`src/adc_conversion_pkg.sv`:
```
// constants, field layouts and types of the converter control block
//
// Contract
// - successive approximation gives an eight-bit result
// - start write begins conversion, clears done flag
// - finished conversion sets the done flag
// - one conversion per start, no continuous mode
// - start during conversion abandons it, restarts
// - start bit always reads back as zero
// - interrupt on done only while enable set; irq_out also fires on done or abort status bits enabled at d4h
// - done flag is read-only to software
// - power bit on powers converter, off idles
// - clock select: divide by six, else twelve
// - reset stops conversion, control reads 40h
// - result register read-only at address d0h
package adc_conversion_pkg;

  ////////////////////////////////////////////////////////////////////////////
  localparam logic [7:0] RESULT_ADDR     = 8'hd0;
  localparam logic [7:0] CONTROL_ADDR    = 8'hd1;
  localparam logic [7:0] IRQ_STATUS_ADDR = 8'hd2;
  localparam logic [7:0] IRQ_CLEAR_ADDR  = 8'hd3;
  localparam logic [7:0] IRQ_ENABLE_ADDR = 8'hd4;

  localparam logic [7:0] CONTROL_RESET   = 8'h40;
  localparam int         IRQ_EN_BIT      = 7;
  localparam int         DONE_BIT        = 6;
  localparam int         START_BIT       = 5;
  localparam int         POWER_BIT       = 4;
  localparam int         CLK_SEL_BIT     = 2;

  localparam int         IRQ_WIDTH       = 2;
  localparam int         IRQ_DONE_BIT    = 0;
  localparam int         IRQ_ABORT_BIT   = 1;

  // conversion clock ratios against mclk
  localparam logic [3:0] DIV_SLOW        = 4'hc;
  localparam logic [3:0] DIV_FAST        = 4'h6;
  // conversion clocks spent per sample phase and per result bit
  localparam logic [3:0] STEP_TICKS_DEFAULT = 4'h5;

  ////////////////////////////////////////////////////////////////////////////
  typedef struct packed {
    logic [7:0] addr;
    logic [7:0] wdata;
    logic       wr;
    logic       rd;
  } reg_req_t;

  typedef struct packed {
    logic       done_irq_enable;
    logic       done_flag;
    logic       conversion_start_bit;
    logic       converter_power_on;
    logic       reserved_3;
    logic       conversion_clock_select;
    logic [1:0] reserved_1_0;
  } control_t;

  typedef struct packed {
    logic       power_on;
    logic       sample;
    logic [7:0] trial;
  } analog_ctrl_t;

  typedef enum logic [2:0] {
    ST_IDLE    = 3'b001,
    ST_SAMPLE  = 3'b010,
    ST_CONVERT = 3'b100
  } conv_state_t;

endpackage
```
`src/adc_conversion_control.sv`:
```
// successive-approximation converter control with register port and interrupt
`timescale 1ns/1ps
module adc_conversion_control
  import adc_conversion_pkg::*;
#(
  parameter logic [3:0] STEP_TICKS = STEP_TICKS_DEFAULT
)
(
  input  wire logic         mclk_in,
  input  wire logic         rst_in,
  input  wire reg_req_t     bus_req_in,
  input  wire logic         comp_high_in,
  output logic [7:0]        rdata_out,
  output analog_ctrl_t      analog_out,
  output logic              busy_out,
  output logic              irq_out
);

  ////////////////////////////////////////////////////////////////////////////
  // comparator synchroniser
  logic comp_meta;
  logic comp_sync;

  always_ff @(posedge mclk_in)
  begin
    if (rst_in)
    begin
      comp_meta <= 1'b0;
      comp_sync <= 1'b0;
    end
    else
    begin
      comp_meta <= comp_high_in;
      comp_sync <= comp_meta;
    end
  end

  ////////////////////////////////////////////////////////////////////////////
  // bus decode
  logic     ctrl_wr;
  logic     start_req;
  logic     power_next;
  control_t control;

  assign ctrl_wr    = bus_req_in.wr && (bus_req_in.addr == CONTROL_ADDR);
  assign start_req  = ctrl_wr && bus_req_in.wdata[START_BIT];
  assign power_next = ctrl_wr ? bus_req_in.wdata[POWER_BIT] : control.converter_power_on;

  ////////////////////////////////////////////////////////////////////////////
  // converter sequencer
  conv_state_t state;
  conv_state_t next_state;
  logic [3:0]  div_cnt;
  logic [3:0]  next_div_cnt;
  logic [3:0]  step_cnt;
  logic [3:0]  next_step_cnt;
  logic [2:0]  bit_idx;
  logic [2:0]  next_bit_idx;
  logic [7:0]  trial;
  logic [7:0]  next_trial;
  logic [7:0]  result;
  logic [7:0]  next_result;
  logic [3:0]  div_last;
  logic        tick;
  logic        step_last;
  logic        done_evt;
  logic        abort_evt;

  assign div_last  = control.conversion_clock_select ? (DIV_FAST - 4'h1)
                                                     : (DIV_SLOW - 4'h1);
  // a ratio switch mid-step must not let the divider run past its end and wrap
  assign tick      = (state != ST_IDLE) && (div_cnt >= div_last);
  assign step_last = (step_cnt == (STEP_TICKS - 4'h1));

  always_comb
  begin
    next_state    = state;
    next_div_cnt  = tick ? 4'h0 : div_cnt + 4'h1;
    next_step_cnt = step_cnt;
    next_bit_idx  = bit_idx;
    next_trial    = trial;
    next_result   = result;
    done_evt      = 1'b0;
    abort_evt     = 1'b0;
    case (state)
      ST_IDLE:
      begin
        next_div_cnt = 4'h0;
      end
      ST_SAMPLE:
      begin
        if (tick)
        begin
          if (step_last)
          begin
            next_state    = ST_CONVERT;
            next_step_cnt = 4'h0;
            next_bit_idx  = 3'h7;
            next_trial    = 8'h80;
          end
          else
          begin
            next_step_cnt = step_cnt + 4'h1;
          end
        end
      end
      ST_CONVERT:
      begin
        if (tick)
        begin
          if (step_last)
          begin
            next_step_cnt = 4'h0;
            // comparator low means the trial overshoots the input
            if (!comp_sync)
            begin
              next_trial[bit_idx] = 1'b0;
            end
            if (bit_idx == 3'h0)
            begin
              next_result = next_trial;
              done_evt    = 1'b1;
              next_state  = ST_IDLE;
            end
            else
            begin
              next_trial[bit_idx - 3'h1] = 1'b1;
              next_bit_idx               = bit_idx - 3'h1;
            end
          end
          else
          begin
            next_step_cnt = step_cnt + 4'h1;
          end
        end
      end
      default:
      begin
        next_state = ST_IDLE;
      end
    endcase
    // a restart or power-down throws away the partial result
    if (start_req && power_next)
    begin
      next_state    = ST_SAMPLE;
      next_div_cnt  = 4'h0;
      next_step_cnt = 4'h0;
      next_bit_idx  = 3'h7;
      next_trial    = 8'h00;
      next_result   = result;
      done_evt      = 1'b0;
      abort_evt     = (state != ST_IDLE);
    end
    else if (!power_next)
    begin
      next_state  = ST_IDLE;
      next_result = result;
      abort_evt   = (state != ST_IDLE);
      done_evt    = 1'b0;
    end
  end

  always_ff @(posedge mclk_in)
  begin
    if (rst_in)
    begin
      state    <= ST_IDLE;
      div_cnt  <= 4'h0;
      step_cnt <= 4'h0;
      bit_idx  <= 3'h7;
      trial    <= 8'h00;
      result   <= 8'h00;
    end
    else
    begin
      state    <= next_state;
      div_cnt  <= next_div_cnt;
      step_cnt <= next_step_cnt;
      bit_idx  <= next_bit_idx;
      trial    <= next_trial;
      result   <= next_result;
    end
  end

  ////////////////////////////////////////////////////////////////////////////
  // registers and interrupt
  control_t             next_control;
  logic [IRQ_WIDTH-1:0] irq_status;
  logic [IRQ_WIDTH-1:0] next_irq_status;
  logic [IRQ_WIDTH-1:0] irq_enable;
  logic [IRQ_WIDTH-1:0] next_irq_enable;
  logic [IRQ_WIDTH-1:0] irq_events;
  logic [IRQ_WIDTH-1:0] irq_clear;
  logic [7:0]           next_rdata;

  assign irq_events = {abort_evt, done_evt};
  assign irq_clear  = (bus_req_in.wr && (bus_req_in.addr == IRQ_CLEAR_ADDR))
                      ? bus_req_in.wdata[IRQ_WIDTH-1:0] : '0;

  always_comb
  begin
    next_control = control;
    if (ctrl_wr)
    begin
      // done flag is not writable; reserved bits are dropped
      next_control.done_irq_enable         = bus_req_in.wdata[IRQ_EN_BIT];
      next_control.converter_power_on      = bus_req_in.wdata[POWER_BIT];
      next_control.conversion_clock_select = bus_req_in.wdata[CLK_SEL_BIT];
    end
    if (start_req)
    begin
      next_control.done_flag = 1'b0;
    end
    if (done_evt)
    begin
      next_control.done_flag = 1'b1;
    end
    next_control.conversion_start_bit = 1'b0;
    next_control.reserved_3           = 1'b0;
    next_control.reserved_1_0         = 2'b00;

    // set wins over a clear in the same cycle
    next_irq_status = (irq_status & ~irq_clear) | irq_events;
    next_irq_enable = irq_enable;
    if (bus_req_in.wr && (bus_req_in.addr == IRQ_ENABLE_ADDR))
    begin
      next_irq_enable = bus_req_in.wdata[IRQ_WIDTH-1:0];
    end

    next_rdata = 8'h00;
    if (bus_req_in.rd)
    begin
      case (bus_req_in.addr)
        RESULT_ADDR:     next_rdata = result;
        CONTROL_ADDR:    next_rdata = control;
        IRQ_STATUS_ADDR: next_rdata = {{(8-IRQ_WIDTH){1'b0}}, irq_status};
        IRQ_ENABLE_ADDR: next_rdata = {{(8-IRQ_WIDTH){1'b0}}, irq_enable};
        default:         next_rdata = 8'h00;
      endcase
    end
  end

  always_ff @(posedge mclk_in)
  begin
    if (rst_in)
    begin
      control    <= control_t'(CONTROL_RESET);
      irq_status <= '0;
      irq_enable <= '0;
      rdata_out  <= 8'h00;
    end
    else
    begin
      control    <= next_control;
      irq_status <= next_irq_status;
      irq_enable <= next_irq_enable;
      rdata_out  <= next_rdata;
    end
  end

  assign irq_out = (control.done_flag && control.done_irq_enable)
                   || |(irq_status & irq_enable);

  assign analog_out.power_on = control.converter_power_on;
  assign analog_out.sample   = (state == ST_SAMPLE);
  assign analog_out.trial    = trial;
  assign busy_out            = (state != ST_IDLE);

  logic [3:0] tick_gap;
  always_ff @(posedge mclk_in)
  begin
    // a restart reloads the divider, so the gap starts over too
    if (rst_in || tick || state == ST_IDLE || start_req)
    begin
      tick_gap <= 4'h0;
    end
    else
    begin
      tick_gap <= tick_gap + 4'h1;
    end
  end
endmodule

```
`config.mk`:
```
export PLATFORM = sky130hd
export DESIGN_NAME = adc_conversion_control
export DESIGN_NICKNAME = d
export VERILOG_FILES = /design/src/adc_conversion_pkg.sv /design/src/adc_conversion_control.sv
export SDC_FILE = /design/constraint.sdc
export NUM_CORES = 1
export LEC_CHECK = 0
export BUFFER_PORTS_ARGS = -buffer_cell sky130_fd_sc_hd__buf_2
export CAP_MARGIN = 20
export CELL_PAD_IN_SITES_DETAIL_PLACEMENT = 1
export CELL_PAD_IN_SITES_GLOBAL_PLACEMENT = 2
export CORE_ASPECT_RATIO = 1.5
export CORE_MARGIN = 3
export CORE_UTILIZATION = 36
export DETAILED_ROUTE_END_ITERATION = 12
export PLACE_DENSITY = 0.89
export SLEW_MARGIN = 10
export SYNTH_ARGS = -nofsm -noshare
export SYNTH_HDL_FRONTEND = slang
export SYNTH_SLANG_ARGS = --single-unit
```
`constraint.sdc`:
```
create_clock -name mclk_in -period 5 [get_ports mclk_in]
set_clock_uncertainty 0.15 [all_clocks]
set_input_delay 0 -clock mclk_in [delete_from_list [all_inputs] [get_ports mclk_in]]
set_output_delay 0 -clock mclk_in [all_outputs]
set_load 0.01 [all_outputs]
```
======== Word-level counts from Yosys, hierarchy flattened ========
Cells that the tools add are included.
storage, ports and cells
  word-level logic and storage cells ...... 126
  input port bits ......................... 21
  register bits ........................... 52
operators by class
  magnitude comparators ................... 5
  bitwise operators ....................... 11
  add/sub/neg operators ................... 3
  equal/unequal tests ..................... 22
  reduce and logical (&&, ||, !) cells .... 25
  mux-type cells .......................... 41
operator list
  kind                                                                   count
  8-bit two-way mux                                                      9
  8-bit equality test, second input constant                             5
  8-bit one-hot mux with 4 select lines                                  1
  3-bit two-way mux                                                      10
  6-bit AND reduction                                                    4
  8-bit one-hot mux with 2 select lines                                  1
  4-bit != test, second input constant                                   3
  1-bit two-way mux                                                      11
  2-bit OR reduction                                                     5
  1-bit logical AND                                                      9
  3-bit one-hot mux with 3 select lines                                  1
  4-bit by 1-bit adder with 4-bit output, second input constant          2
  8-bit bitwise AND                                                      1
  3-bit by 4-bit < comparator with 1-bit output, second input constant   2
  4-bit two-way mux                                                      2
  2-bit != test, second input constant                                   4
  4-bit by 2-bit != test with 1-bit output, second input constant        2
  8-bit inverter                                                         1
  8-bit OR                                                               1
  1-bit demux with 3-bit select                                          2
  3-bit by 1-bit >= comparator with 1-bit output, second input constant  2
  2-bit two-way mux                                                      3
  3-bit one-hot mux with 2 select lines                                  1
  5-bit AND reduction                                                    1
  19 further kinds                                                       24

======== Logic depth before layout (Yosys ltp) ========
Gate-level depths: netlist of run 1.
  depth after elaboration ................. 15
  depth in mapped cells ................... 9
  gate-level depth less buffers ........... 7

======== Worst setup path before layout of run 1 ========
Ideal clock, no wire load.
  path kind ............................... reg-to-reg
  start point ............................. reg control[2] (netlist bit)
  end point ............................... reg bit_idx[0]
  required time ........................... 4.715 ns
  arrival time ............................ 1.830 ns
  buffers on the path ..................... 1
  cell stages (with the launch flop) ...... 9
  setup slack ............................. 2.884 ns
  path through ............................ dfxtp_1 > inv_1 > ha_1 > nand2_1 > o21a_1 > or3_1 > clkbuf_1 > nor4_1 > a31oi_1
between the ends
  cells in the longest elaborated chain, start to end .. 5
RTL lines
  what                                                                                               RTL line                       source
  start, declared                                                                                    adc_conversion_control.sv:43   control_t control;
  start signal, assigned                                                                             adc_conversion_control.sv:247  control <= control_t'(CONTROL_RESET);
  start signal, assigned                                                                             adc_conversion_control.sv:254  control <= next_control;
  4-bit two-way mux *                                                                                adc_conversion_control.sv:69   assign div_last = control.conversion_clock_select ? (DIV_FAST - 4'h1)
  4-bit >= comparator *                                                                              adc_conversion_control.sv:72   assign tick = (state != ST_IDLE) && (div_cnt >= div_last);
  1-bit logical AND *                                                                                adc_conversion_control.sv:72
  2-bit != test (no source line) / 2-bit by 1-bit != test with 1-bit output (equally long branches)  -
  6-bit AND reduction (no source line) *                                                             -
  end signal, assigned                                                                               adc_conversion_control.sv:179  bit_idx <= next_bit_idx;
  end, declared                                                                                      adc_conversion_control.sv:57   logic [2:0] bit_idx;
Mark *: on every way between the ends. The rest lies on a longest branch, timed or not.
A chain may end at the register's enable or synchronous reset.

======== Final worst setup path of run 1 ========
  start point ............................. reg control[2] (netlist bit)
  end point ............................... reg result[5]
between the ends
  cells in the longest elaborated chain, start to end .. 4
RTL lines
  what                                  RTL line                       source
  4-bit two-way mux                     adc_conversion_control.sv:69
  4-bit >= comparator                   adc_conversion_control.sv:72
  1-bit logical AND                     adc_conversion_control.sv:72
  6-bit AND reduction (no source line)  -
  end signal, assigned                  adc_conversion_control.sv:181  result <= next_result;
  end, declared                         adc_conversion_control.sv:61   logic [7:0] result;
Every way passes these cells.

==> results of run 1 <==
## how the worst max path moves through the flow
stage	startpoint	endpoint	slack, ns	cells past startpoint
2_1_floorplan	control[2]$_SDFFE_PP0N_	bit_idx[0]$_SDFFE_PP1P_	2.88	8
3_3_place_gp	control[2]$_SDFFE_PP0N_	result[5]$_SDFFE_PP0P_	2.38	7
3_5_place_dp	control[2]$_SDFFE_PP0N_	result[5]$_SDFFE_PP0P_	2.32	7
4_1_cts	control[2]$_SDFFE_PP0N_	result[5]$_SDFFE_PP0P_	2.31	7
5_1_grt	bit_idx[0]$_SDFFE_PP1P_	result[5]$_SDFFE_PP0P_	2.04	7
6_report	control[2]$_SDFFE_PP0N_	result[5]$_SDFFE_PP0P_	2.31	7
## sequential cells by signal, indices dropped and copies added, names as in the netlist
name,cells
trial,8
irq_enable,2
irq_status,2
result,8
comp_meta,1
bit_idx,3
analog_out,1
state,3
control,3
comp_sync,1
div_cnt,4
rdata_out,8
step_cnt,4
## cell families (layout without fill, tap and decap cells)
logic type	after synthesis	in the layout
simple gates	116	116
flops	48	48
buf+inv	26	74
fa+ha+maj	8	8
xor+xnor	3	3
compound gates	64	64
mux	14	14
## per-layer routing
layer,up-vias,GRT usage
met5,-,0
li1,1097,-
met4,0,0.0831
met2,30,0.308
met1,1057,0.192
met3,15,0.0237
## critical path, stage by stage, from the launching register on
cell       delay [ns]
dfxtp_1          0.46
inv_1            0.07
ha_1             0.28
nand2_1          0.06
o21a_1           0.28
a2111oi_4        0.85
o311ai_1         0.28
a21oi_1          0.19
## layout by cell type, fill, tap and decap left out, types with 3 or more instances in the layout
cell,synthesis,layout
nor2_1,30,30
ha_1,8,8
o21a_1,3,3
nand3b_1,7,7
nand2b_1,14,14
dfxtp_1,48,48
nor3_1,8,8
inv_1,14,14
clkbuf_8,0,6
nand2_1,16,16
mux2i_1,14,14
nor3b_1,4,4
dlygate4sd3_1,0,14
o21ai_0,9,9
a21oi_1,24,24
nor2b_1,6,6
nand3_1,5,5
or4_1,6,6
nor4_1,5,5
buf_2,0,38
o21ai_1,8,8
## Yosys cell counts, types with 8 or more instances
| master | count | area share |
|---|---|---|
| ha_1 | 8 | 0.041 |
| dfxtp_1 | 48 | 0.40 |
| o21ai_0 | 9 | 0.019 |
| nor3_1 | 8 | 0.017 |
| o21ai_1 | 8 | 0.017 |
| nor2_1 | 30 | 0.046 |
| nand2b_1 | 14 | 0.036 |
| mux2i_1 | 14 | 0.058 |
| nand2_1 | 16 | 0.025 |
| a21oi_1 | 24 | 0.050 |
| inv_1 | 14 | 0.022 |
| clkbuf_1 | 8 | 0.012 |
## area by class of cell
cell class,instances,area (um2)
inverter,14,52.6
sequential,48,961
timing repair buffer,52,330
clock buffer,6,82.6
clock inverter,2,15.0
tap,76,95.1
fill,813,3650
multi-input combinational,205,1350
## where the power goes
part,switching [mW],internal [mW]
registers,0.000779,0.383
clock network,0.135,0.112
logic,0.0186,0.0151
## metrics by stage
stage | cell area [um2] | instances
final | 2880 | 403
after global routing | 2880 | 403
after CTS | 2880 | 403
after detailed placement | 2640 | 381
after global placement | 2640 | 381
after floorplan | 2420 | 279
==> summary.md, run 1 <==
| Metric | Value |
|---|---|
| Post-cts gate resize count | 0 |
| DR top layer | met4 |
| Power Total | 664 uW |
| Post-synthesis mux area share | 0.0579 |
| Slew @ Worst Pin | 0.895 ns |
| Worst slack, placed | 2.32 ns |
| Flops & latches, synth | 48 |
| Top Ports | 41 |
| Nets | 355 |
| Die H | 106 um |
| WL met2 | 3.34 mm |
| RSZ-0062 raised after global routing | false |
| Metal-1 WL | 2.63 mm |
| Crit path kind | reg2reg |
| Worst R2R Path Depth | 7 |
| Input/output buffers | 38 |
| Clk buf depth | 2 |
| RR Startpoint | control[2]$_SDFFE_PP0N_ |
| GRT overflow | 0 |
| Crit end category | register |
| First-pass GRT wire length | 10.5 mm |
| Synth warn | 0 |
| # rows | 36 |
| Vias | 2199 |
| Data arrival, critical path | 2.78 ns |
| Ys flop type | dfxtp_1 |
| CTS tree | yes |
| EDFF count, synth | 0 |
| Avg Cell Area, Syn | 8.68 um2 |
| Root buffer cell | clkbuf_8 |
| Total setup buffers inserted after CTS | 0 |
| Hold WS | 0.0277 ns |
| Max-cap violations | 0 |
| Min Tclk post-route | 2.69 ns |
| Setup TNS | 0 ns |
| Hold_sp | bus_req_in[7] |
| Compound-Gate Fraction of Synth Area | 0.171 |
| Critical path peak fanout | 16 |
| Syn nets | 308 |
| Fmax | 0.372 GHz |
| Mapped Cells | 279 |
| Area Growth Syn to Fin | 19.0% |
| Flop2flop setup slack | 2.31 ns |
| FF-to-FF End | result[5]$_SDFFE_PP0P_ |
| Rel. slew slack | 0.403 |
| Detailed router's first-iteration violation count | 84 |
| Starting Density | 0.371 |
| Result of the run | finished clean |
| Vias in the first global route | 2213 |
| Sequential area share after synthesis | 0.397 |
| Startpoint class of the critical path | register |
| Async SR Flop Fraction | 0 |
| Post-layout util | 0.441 |
| Worst Hold End | state[0]$_SDFFE_PP1P_ |
| Hold_buf cts | 14 |
| Hold Crit Class | in2reg |
| DRT Wirelength | 6.31 mm |
| Antenna Cells | 0 |
| Post-synthesis simple-gate area fraction | 0.274 |
| Yosys cell types | 49 |
| # H-tree levels | 2 |
| Met3 Wirelength | 146 um |
| XOR/XNOR share of the synthesized area | 0.0108 |
| Largest family of logic cells by synthesized area | simple AND/OR/NAND/NOR gates |
| DR vias/cell | 5.46 |
| Syn Std Cell Area | 2420 um2 |
| Maximum VDD drop | 0.0852 mV |
| PnR worst setup slack | 2.31 ns |
| Routability cong. | 0.861 |
| Final setup viols | 0 |
| Clock sinks | 48 |
| Final slew viol count | 0 |
| Tcrit/Tclk final | 0.537 |
| DRT antenna net count | 0 |
| Die Span X | 73.0 um |
| TritonCTS buffer count | 5 |
| WP data required | 5.09 ns |
| Share of layout cells above drive strength 1 | 0.156 |
| DR pass1 iterations | 4 |
| Synth Area in Adders | 0.0413 |
| Core box area | 6530 um2 |
| DP HPWL | 4.70 mm |
| Leak | 1.15 nW |
| Residual DRC count | 0 |
| Routed wire per std cell | 15.7 um |
| Worst-path clk slew | 0.09 ns |
| Largest net degree at the start of global routing | 24 |
| Initial antenna violation count | 0 |
| Worst hold path depth | 4 |
| Worst-skew pair later-pin latency | 0.31 ns |
| P per Cell Area | 230 nW/um2 |
| All-Layer GR Usage | 0.171 |
| Die ar. | 7770 um2 |
| Final hold vios | 0 |
No activity file was read; power rests on OpenSTA's default activity.
==> inputs of run 2 (changes only) <==
--- a/config.mk
+++ b/config.mk
@@ -5,15 +5,16 @@
 export SDC_FILE = /design/constraint.sdc
 export NUM_CORES = 1
 export LEC_CHECK = 0
+export ABC_AREA = 1
 export BUFFER_PORTS_ARGS = -buffer_cell sky130_fd_sc_hd__buf_2
 export CAP_MARGIN = 20
 export CELL_PAD_IN_SITES_DETAIL_PLACEMENT = 1
 export CELL_PAD_IN_SITES_GLOBAL_PLACEMENT = 2
 export CORE_ASPECT_RATIO = 1.5
 export CORE_MARGIN = 3
-export CORE_UTILIZATION = 36
+export CORE_UTILIZATION = 28
 export DETAILED_ROUTE_END_ITERATION = 12
-export PLACE_DENSITY = 0.89
+export PLACE_DENSITY = 0.8
 export SLEW_MARGIN = 10
 export SYNTH_ARGS = -nofsm -noshare
 export SYNTH_HDL_FRONTEND = slang
==> constraint.sdc (replaced) <==
create_clock -name mclk_in -period 2.2 [get_ports mclk_in]
set_clock_uncertainty 0.15 [all_clocks]
set_input_delay 0 -clock mclk_in [delete_from_list [all_inputs] [get_ports mclk_in]]
set_output_delay 0 -clock mclk_in [all_outputs]
set_load 0.01 [all_outputs]
==> run 2 against run 1 <==
Fmax increased by 32%. Register-to-register slack got worse by 2.1 ns. Utilization decreased by 7.3 points. Clock power increased to 3.6 times the previous value. First-iteration DRC count decreased by 25%. Highest routed layer unchanged. Combinational power increased by 130%.
==> summary.md, run 2 <==
| Metric | Value |
|---|---|
| Die Span X | 81.8 um (was 73.0 um) |
| DRT antenna net count | 0 (unchanged) |
| EDFF count, synth | 0 (unchanged) |
| Syn Std Cell Area | 2420 um2 (about the same) |
| Syn nets | 369 (was 308) |
| Slew @ Worst Pin | 0.576 ns (was 0.895 ns) |
| Mapped Cells | 340 (was 279) |
| Area Growth Syn to Fin | 25.1% (was 19.0%) |
| Hold_sp | bus_req_in[11] (was bus_req_in[7]) |
| Post-synth top area cell | dfxtp_1 (unchanged) |
| RR Startpoint | bit_idx[1]$_SDFFE_PP1P_ (was control[2]$_SDFFE_PP0N_) |
| Met1 global-route usage | 0.154 (was 0.192) |
| Avg Cell Area, Syn | 7.11 um2 (was 8.68 um2) |
| Residual DRC count | 0 (unchanged) |
| Result of the run | finished clean (unchanged) |
| Yosys cell types | 36 (was 49) |
| Flop2flop setup slack | 0.17 ns (was 2.31 ns) |
| Initial antenna violation count | 0 (unchanged) |
| Regs by FF count | rdata_out (8), result (8), trial (8) (unchanged) |
| Delay of the slowest critical-path stage | 0.49 ns (was 0.85 ns) |
| Ys flop type | dfxtp_1 (unchanged) |
| Final std cells w/o fill | 500 (was 403) |
| Critical path peak fanout | 8 (was 16) |
| Synth top area share | 0.398 (was 0.397) |
| Worst R2R Path Depth | 7 (unchanged) |
| Root buffer cell | clkbuf_16 (was clkbuf_8) |
| Starting Density | 0.294 (was 0.371) |
| Detailed router's first-iteration violation count | 63 (was 84) |
| Worst path slowest cell | nor2_1 (was a2111oi_4) |
| Hold WS | 0.00543 ns (was 0.0277 ns) |
| TritonCTS buffer count | 5 (unchanged) |
| Largest net degree at the start of global routing | 17 (was 24) |
| Clk buf depth | 2 (unchanged) |
| Commonest non-fill, non-tap cells in the layout | 66 x inv_1, 62 x nand2_1, 47 x dfxtp_1, 39 x nor2_1, 38 x buf_2 (was 48 x dfxtp_1, 38 x buf_2, 30 x nor2_1, 24 x a21oi_1, 16 x nand2_1) |
| Top cells by area, synth | dfxtp_1 40%, inv_1 10%, nand2_1 9.8% (was dfxtp_1 40%, mux2i_1 5.8%, a21oi_1 5.0%) |
| Die H | 120 um (was 106 um) |
| Top cells by count, synth | 66 x inv_1, 63 x nand2_1, 48 x dfxtp_1 (was 48 x dfxtp_1, 30 x nor2_1, 24 x a21oi_1) |
| Count leader, synth | inv_1 (was dfxtp_1) |
| Rel. slew slack | 0.614 (was 0.403) |
| Routed wire per std cell | 13.6 um (was 15.7 um) |
| Input/output buffers | 38 (unchanged) |
| Leak | 1.41 nW (was 1.15 nW) |
| Crit-path cells | inv_1 > ha_1 > nand2_1 > nor2_1 > nand4_2 > o21ai_1 > nor2_1 (was inv_1 > ha_1 > nand2_1 > o21a_1 > a2111oi_4 > o311ai_1 > a21oi_1) |
| GR peak layer | met2 (unchanged) |
| Die ar. | 9800 um2 (was 7770 um2) |
| Maximum VDD drop | 0.412 mV (was 0.0852 mV) |
| Crit end category | register (unchanged) |
| All-Layer GR Usage | 0.141 (was 0.171) |
| WP data required | 2.25 ns (was 5.09 ns) |
| Final slew viol count | 0 (unchanged) |
| Worst hold path depth | 5 (was 4) |
| Antenna Cells | 0 (unchanged) |
| Crit path kind | reg2reg (unchanged) |
| Hold Crit Class | in2reg (unchanged) |
| Synth warn | 0 (unchanged) |
| DR pass1 iterations | 4 (unchanged) |
| Min Tclk post-route | 2.03 ns (was 2.69 ns) |
| Worst-path clk slew | 0.07 ns (was 0.09 ns) |
| DRT Wirelength | 6.78 mm (was 6.31 mm) |
| Worst-skew pair later-pin latency | 0.30 ns (was 0.31 ns) |
| Routability cong. | 0.812 (was 0.861) |
| P per Cell Area | 611 nW/um2 (was 230 nW/um2) |
| First-pass GRT wire length | 10.9 mm (was 10.5 mm) |
| Core box area | 8210 um2 (was 6530 um2) |
| Share of layout cells above drive strength 1 | 0.177 (was 0.156) |
| # fillers | 1084 (was 813) |
| # rows | 40 (was 36) |
| Clock sinks | 48 (unchanged) |
| DR vias/cell | 4.60 (was 5.46) |
| Top Ports | 41 (unchanged) |
| Final setup viols | 0 (unchanged) |
| Post-placement cell count | 481 (was 381) |
| Vias | 2300 (was 2199) |
| Data arrival, critical path | 2.08 ns (was 2.78 ns) |
| Startpoint class of the critical path | register (unchanged) |
| CTS tree | yes (unchanged) |
| Max-cap violations | 0 (unchanged) |
| Met3 Usage GRT | 0.0233 (was 0.0237) |
| Vias in the first global route | 2358 (was 2213) |
| Commonest non-fill, non-tap cell in the layout | inv_1 (was dfxtp_1) |
| Most Frequent Cell on Critical Path | nor2_1 |
| Async SR Flop Fraction | 0 (unchanged) |
| Flops & latches, synth | 48 (unchanged) |
| # H-tree levels | 2 (unchanged) |
| Nets | 423 (was 355) |
| Met2 usage | 0.264 (was 0.308) |
| Final hold vios | 0 (unchanged) |
| Worst Hold End | rdata_out[1]$_SDFF_PP0_ (was state[0]$_SDFFE_PP1P_) |
| DP HPWL | 5.36 mm (was 4.70 mm) |
| GRT overflow | 0 (unchanged) |
| FF-to-FF End | result[4]$_SDFFE_PP0P_ (was result[5]$_SDFFE_PP0P_) |
| Tcrit/Tclk final | 0.925 (was 0.537) |
| Fmax | 0.492 GHz (was 0.372 GHz) |
| Sequential area share after synthesis | 0.398 (was 0.397) |
-- run 2: per-layer routing --
metal	vias to the layer above	share of wire
li1	1195	-
met1	1069	0.40
met2	31	0.56
met3	5	0.031
met4	0	0.013
met5	-	0
-- run 2: cell type report --
| class | count | area, um2 | area share |
|---|---|---|---|
| multi-input combinational | 220 | 1190 | 0.395 |
| sequential | 48 | 962 | 0.318 |
| timing repair buffer | 50 | 305 | 0.101 |
| inverter | 69 | 259 | 0.0857 |
| tap | 105 | 131 | 0.0435 |
| clock buffer | 5 | 125 | 0.0414 |
| clock inverter | 3 | 46.3 | 0.0153 |
-- run 2: kinds of logic (layout without fill, tap and decap cells) --
group                      count (synthesis)  count (layout)  synth area share
and+or+nand+nor                          140             141             0.276
buffers and inverters                     73             127             0.118
AOI/OAI and AO/OA                         69              69             0.160
DFF                                       48              48             0.398
adders and majority gates                  8               8            0.0414
xor gates and xnor gates                   2               2           0.00725
-- run 2: how the worst max path moves through the flow --
stage,startpoint,end,slack (ns)
finish,bit_idx[1]$_SDFFE_PP1P_,result[4]$_SDFFE_PP0P_,0.17
global route,control[2]$_SDFFE_PP0N_,trial[1]$_SDFFE_PP0P_,-0.004
CTS,control[2]$_SDFFE_PP0N_,bit_idx[1]$_SDFFE_PP1P_,0.1
detailed placement,control[2]$_SDFFE_PP0N_,bit_idx[1]$_SDFFE_PP1P_,0.12
global placement,control[2]$_SDFFE_PP0N_,bit_idx[2]$_SDFFE_PP1P_,0.16
floorplan,control[2]$_SDFFE_PP0N_,result[5]$_SDFFE_PP0P_,0.36
-- run 2: per-stage QoR --
stage               instance area [um2]  setup TNS [ns]  power, mW  utilization  setup WS, ns
CTS                                3000               0       1.88        0.365        0.0965
floorplan                          2420               0      0.924            -         0.362
finish                             3020               0       1.85        0.368         0.166
detailed placement                 2730               0      0.958        0.332         0.117
global route                       3020        -0.00385       1.92        0.368      -0.00385
global placement                   2730               0      0.957        0.332         0.162
-- run 2: power breakdown --
part	internal (mW)	leakage, nW	total [mW]	switching, mW
sequential	0.870	0.388	0.871	0.000893
combinational	0.0335	0.943	0.0787	0.0452
clock	0.541	0.0804	0.896	0.355
-- run 2: what timing repair did --
action	in CTS	in global routing
gates resized for setup	0	5
setup buffers	0	0
hold buffers	10	0
hold endpoints to repair	17	0
endpoints found under the setup margin	0	15
-- run 2: worst max-delay path, delay by kind of cell, from the launching register on --
kind	cells	cell delay [ns]
and+or+nand+nor	4	0.96
DFF	1	0.34
AOI/OAI and AO/OA	1	0.20
adders and majority gates	1	0.16
buffers and inverters	1	0.14
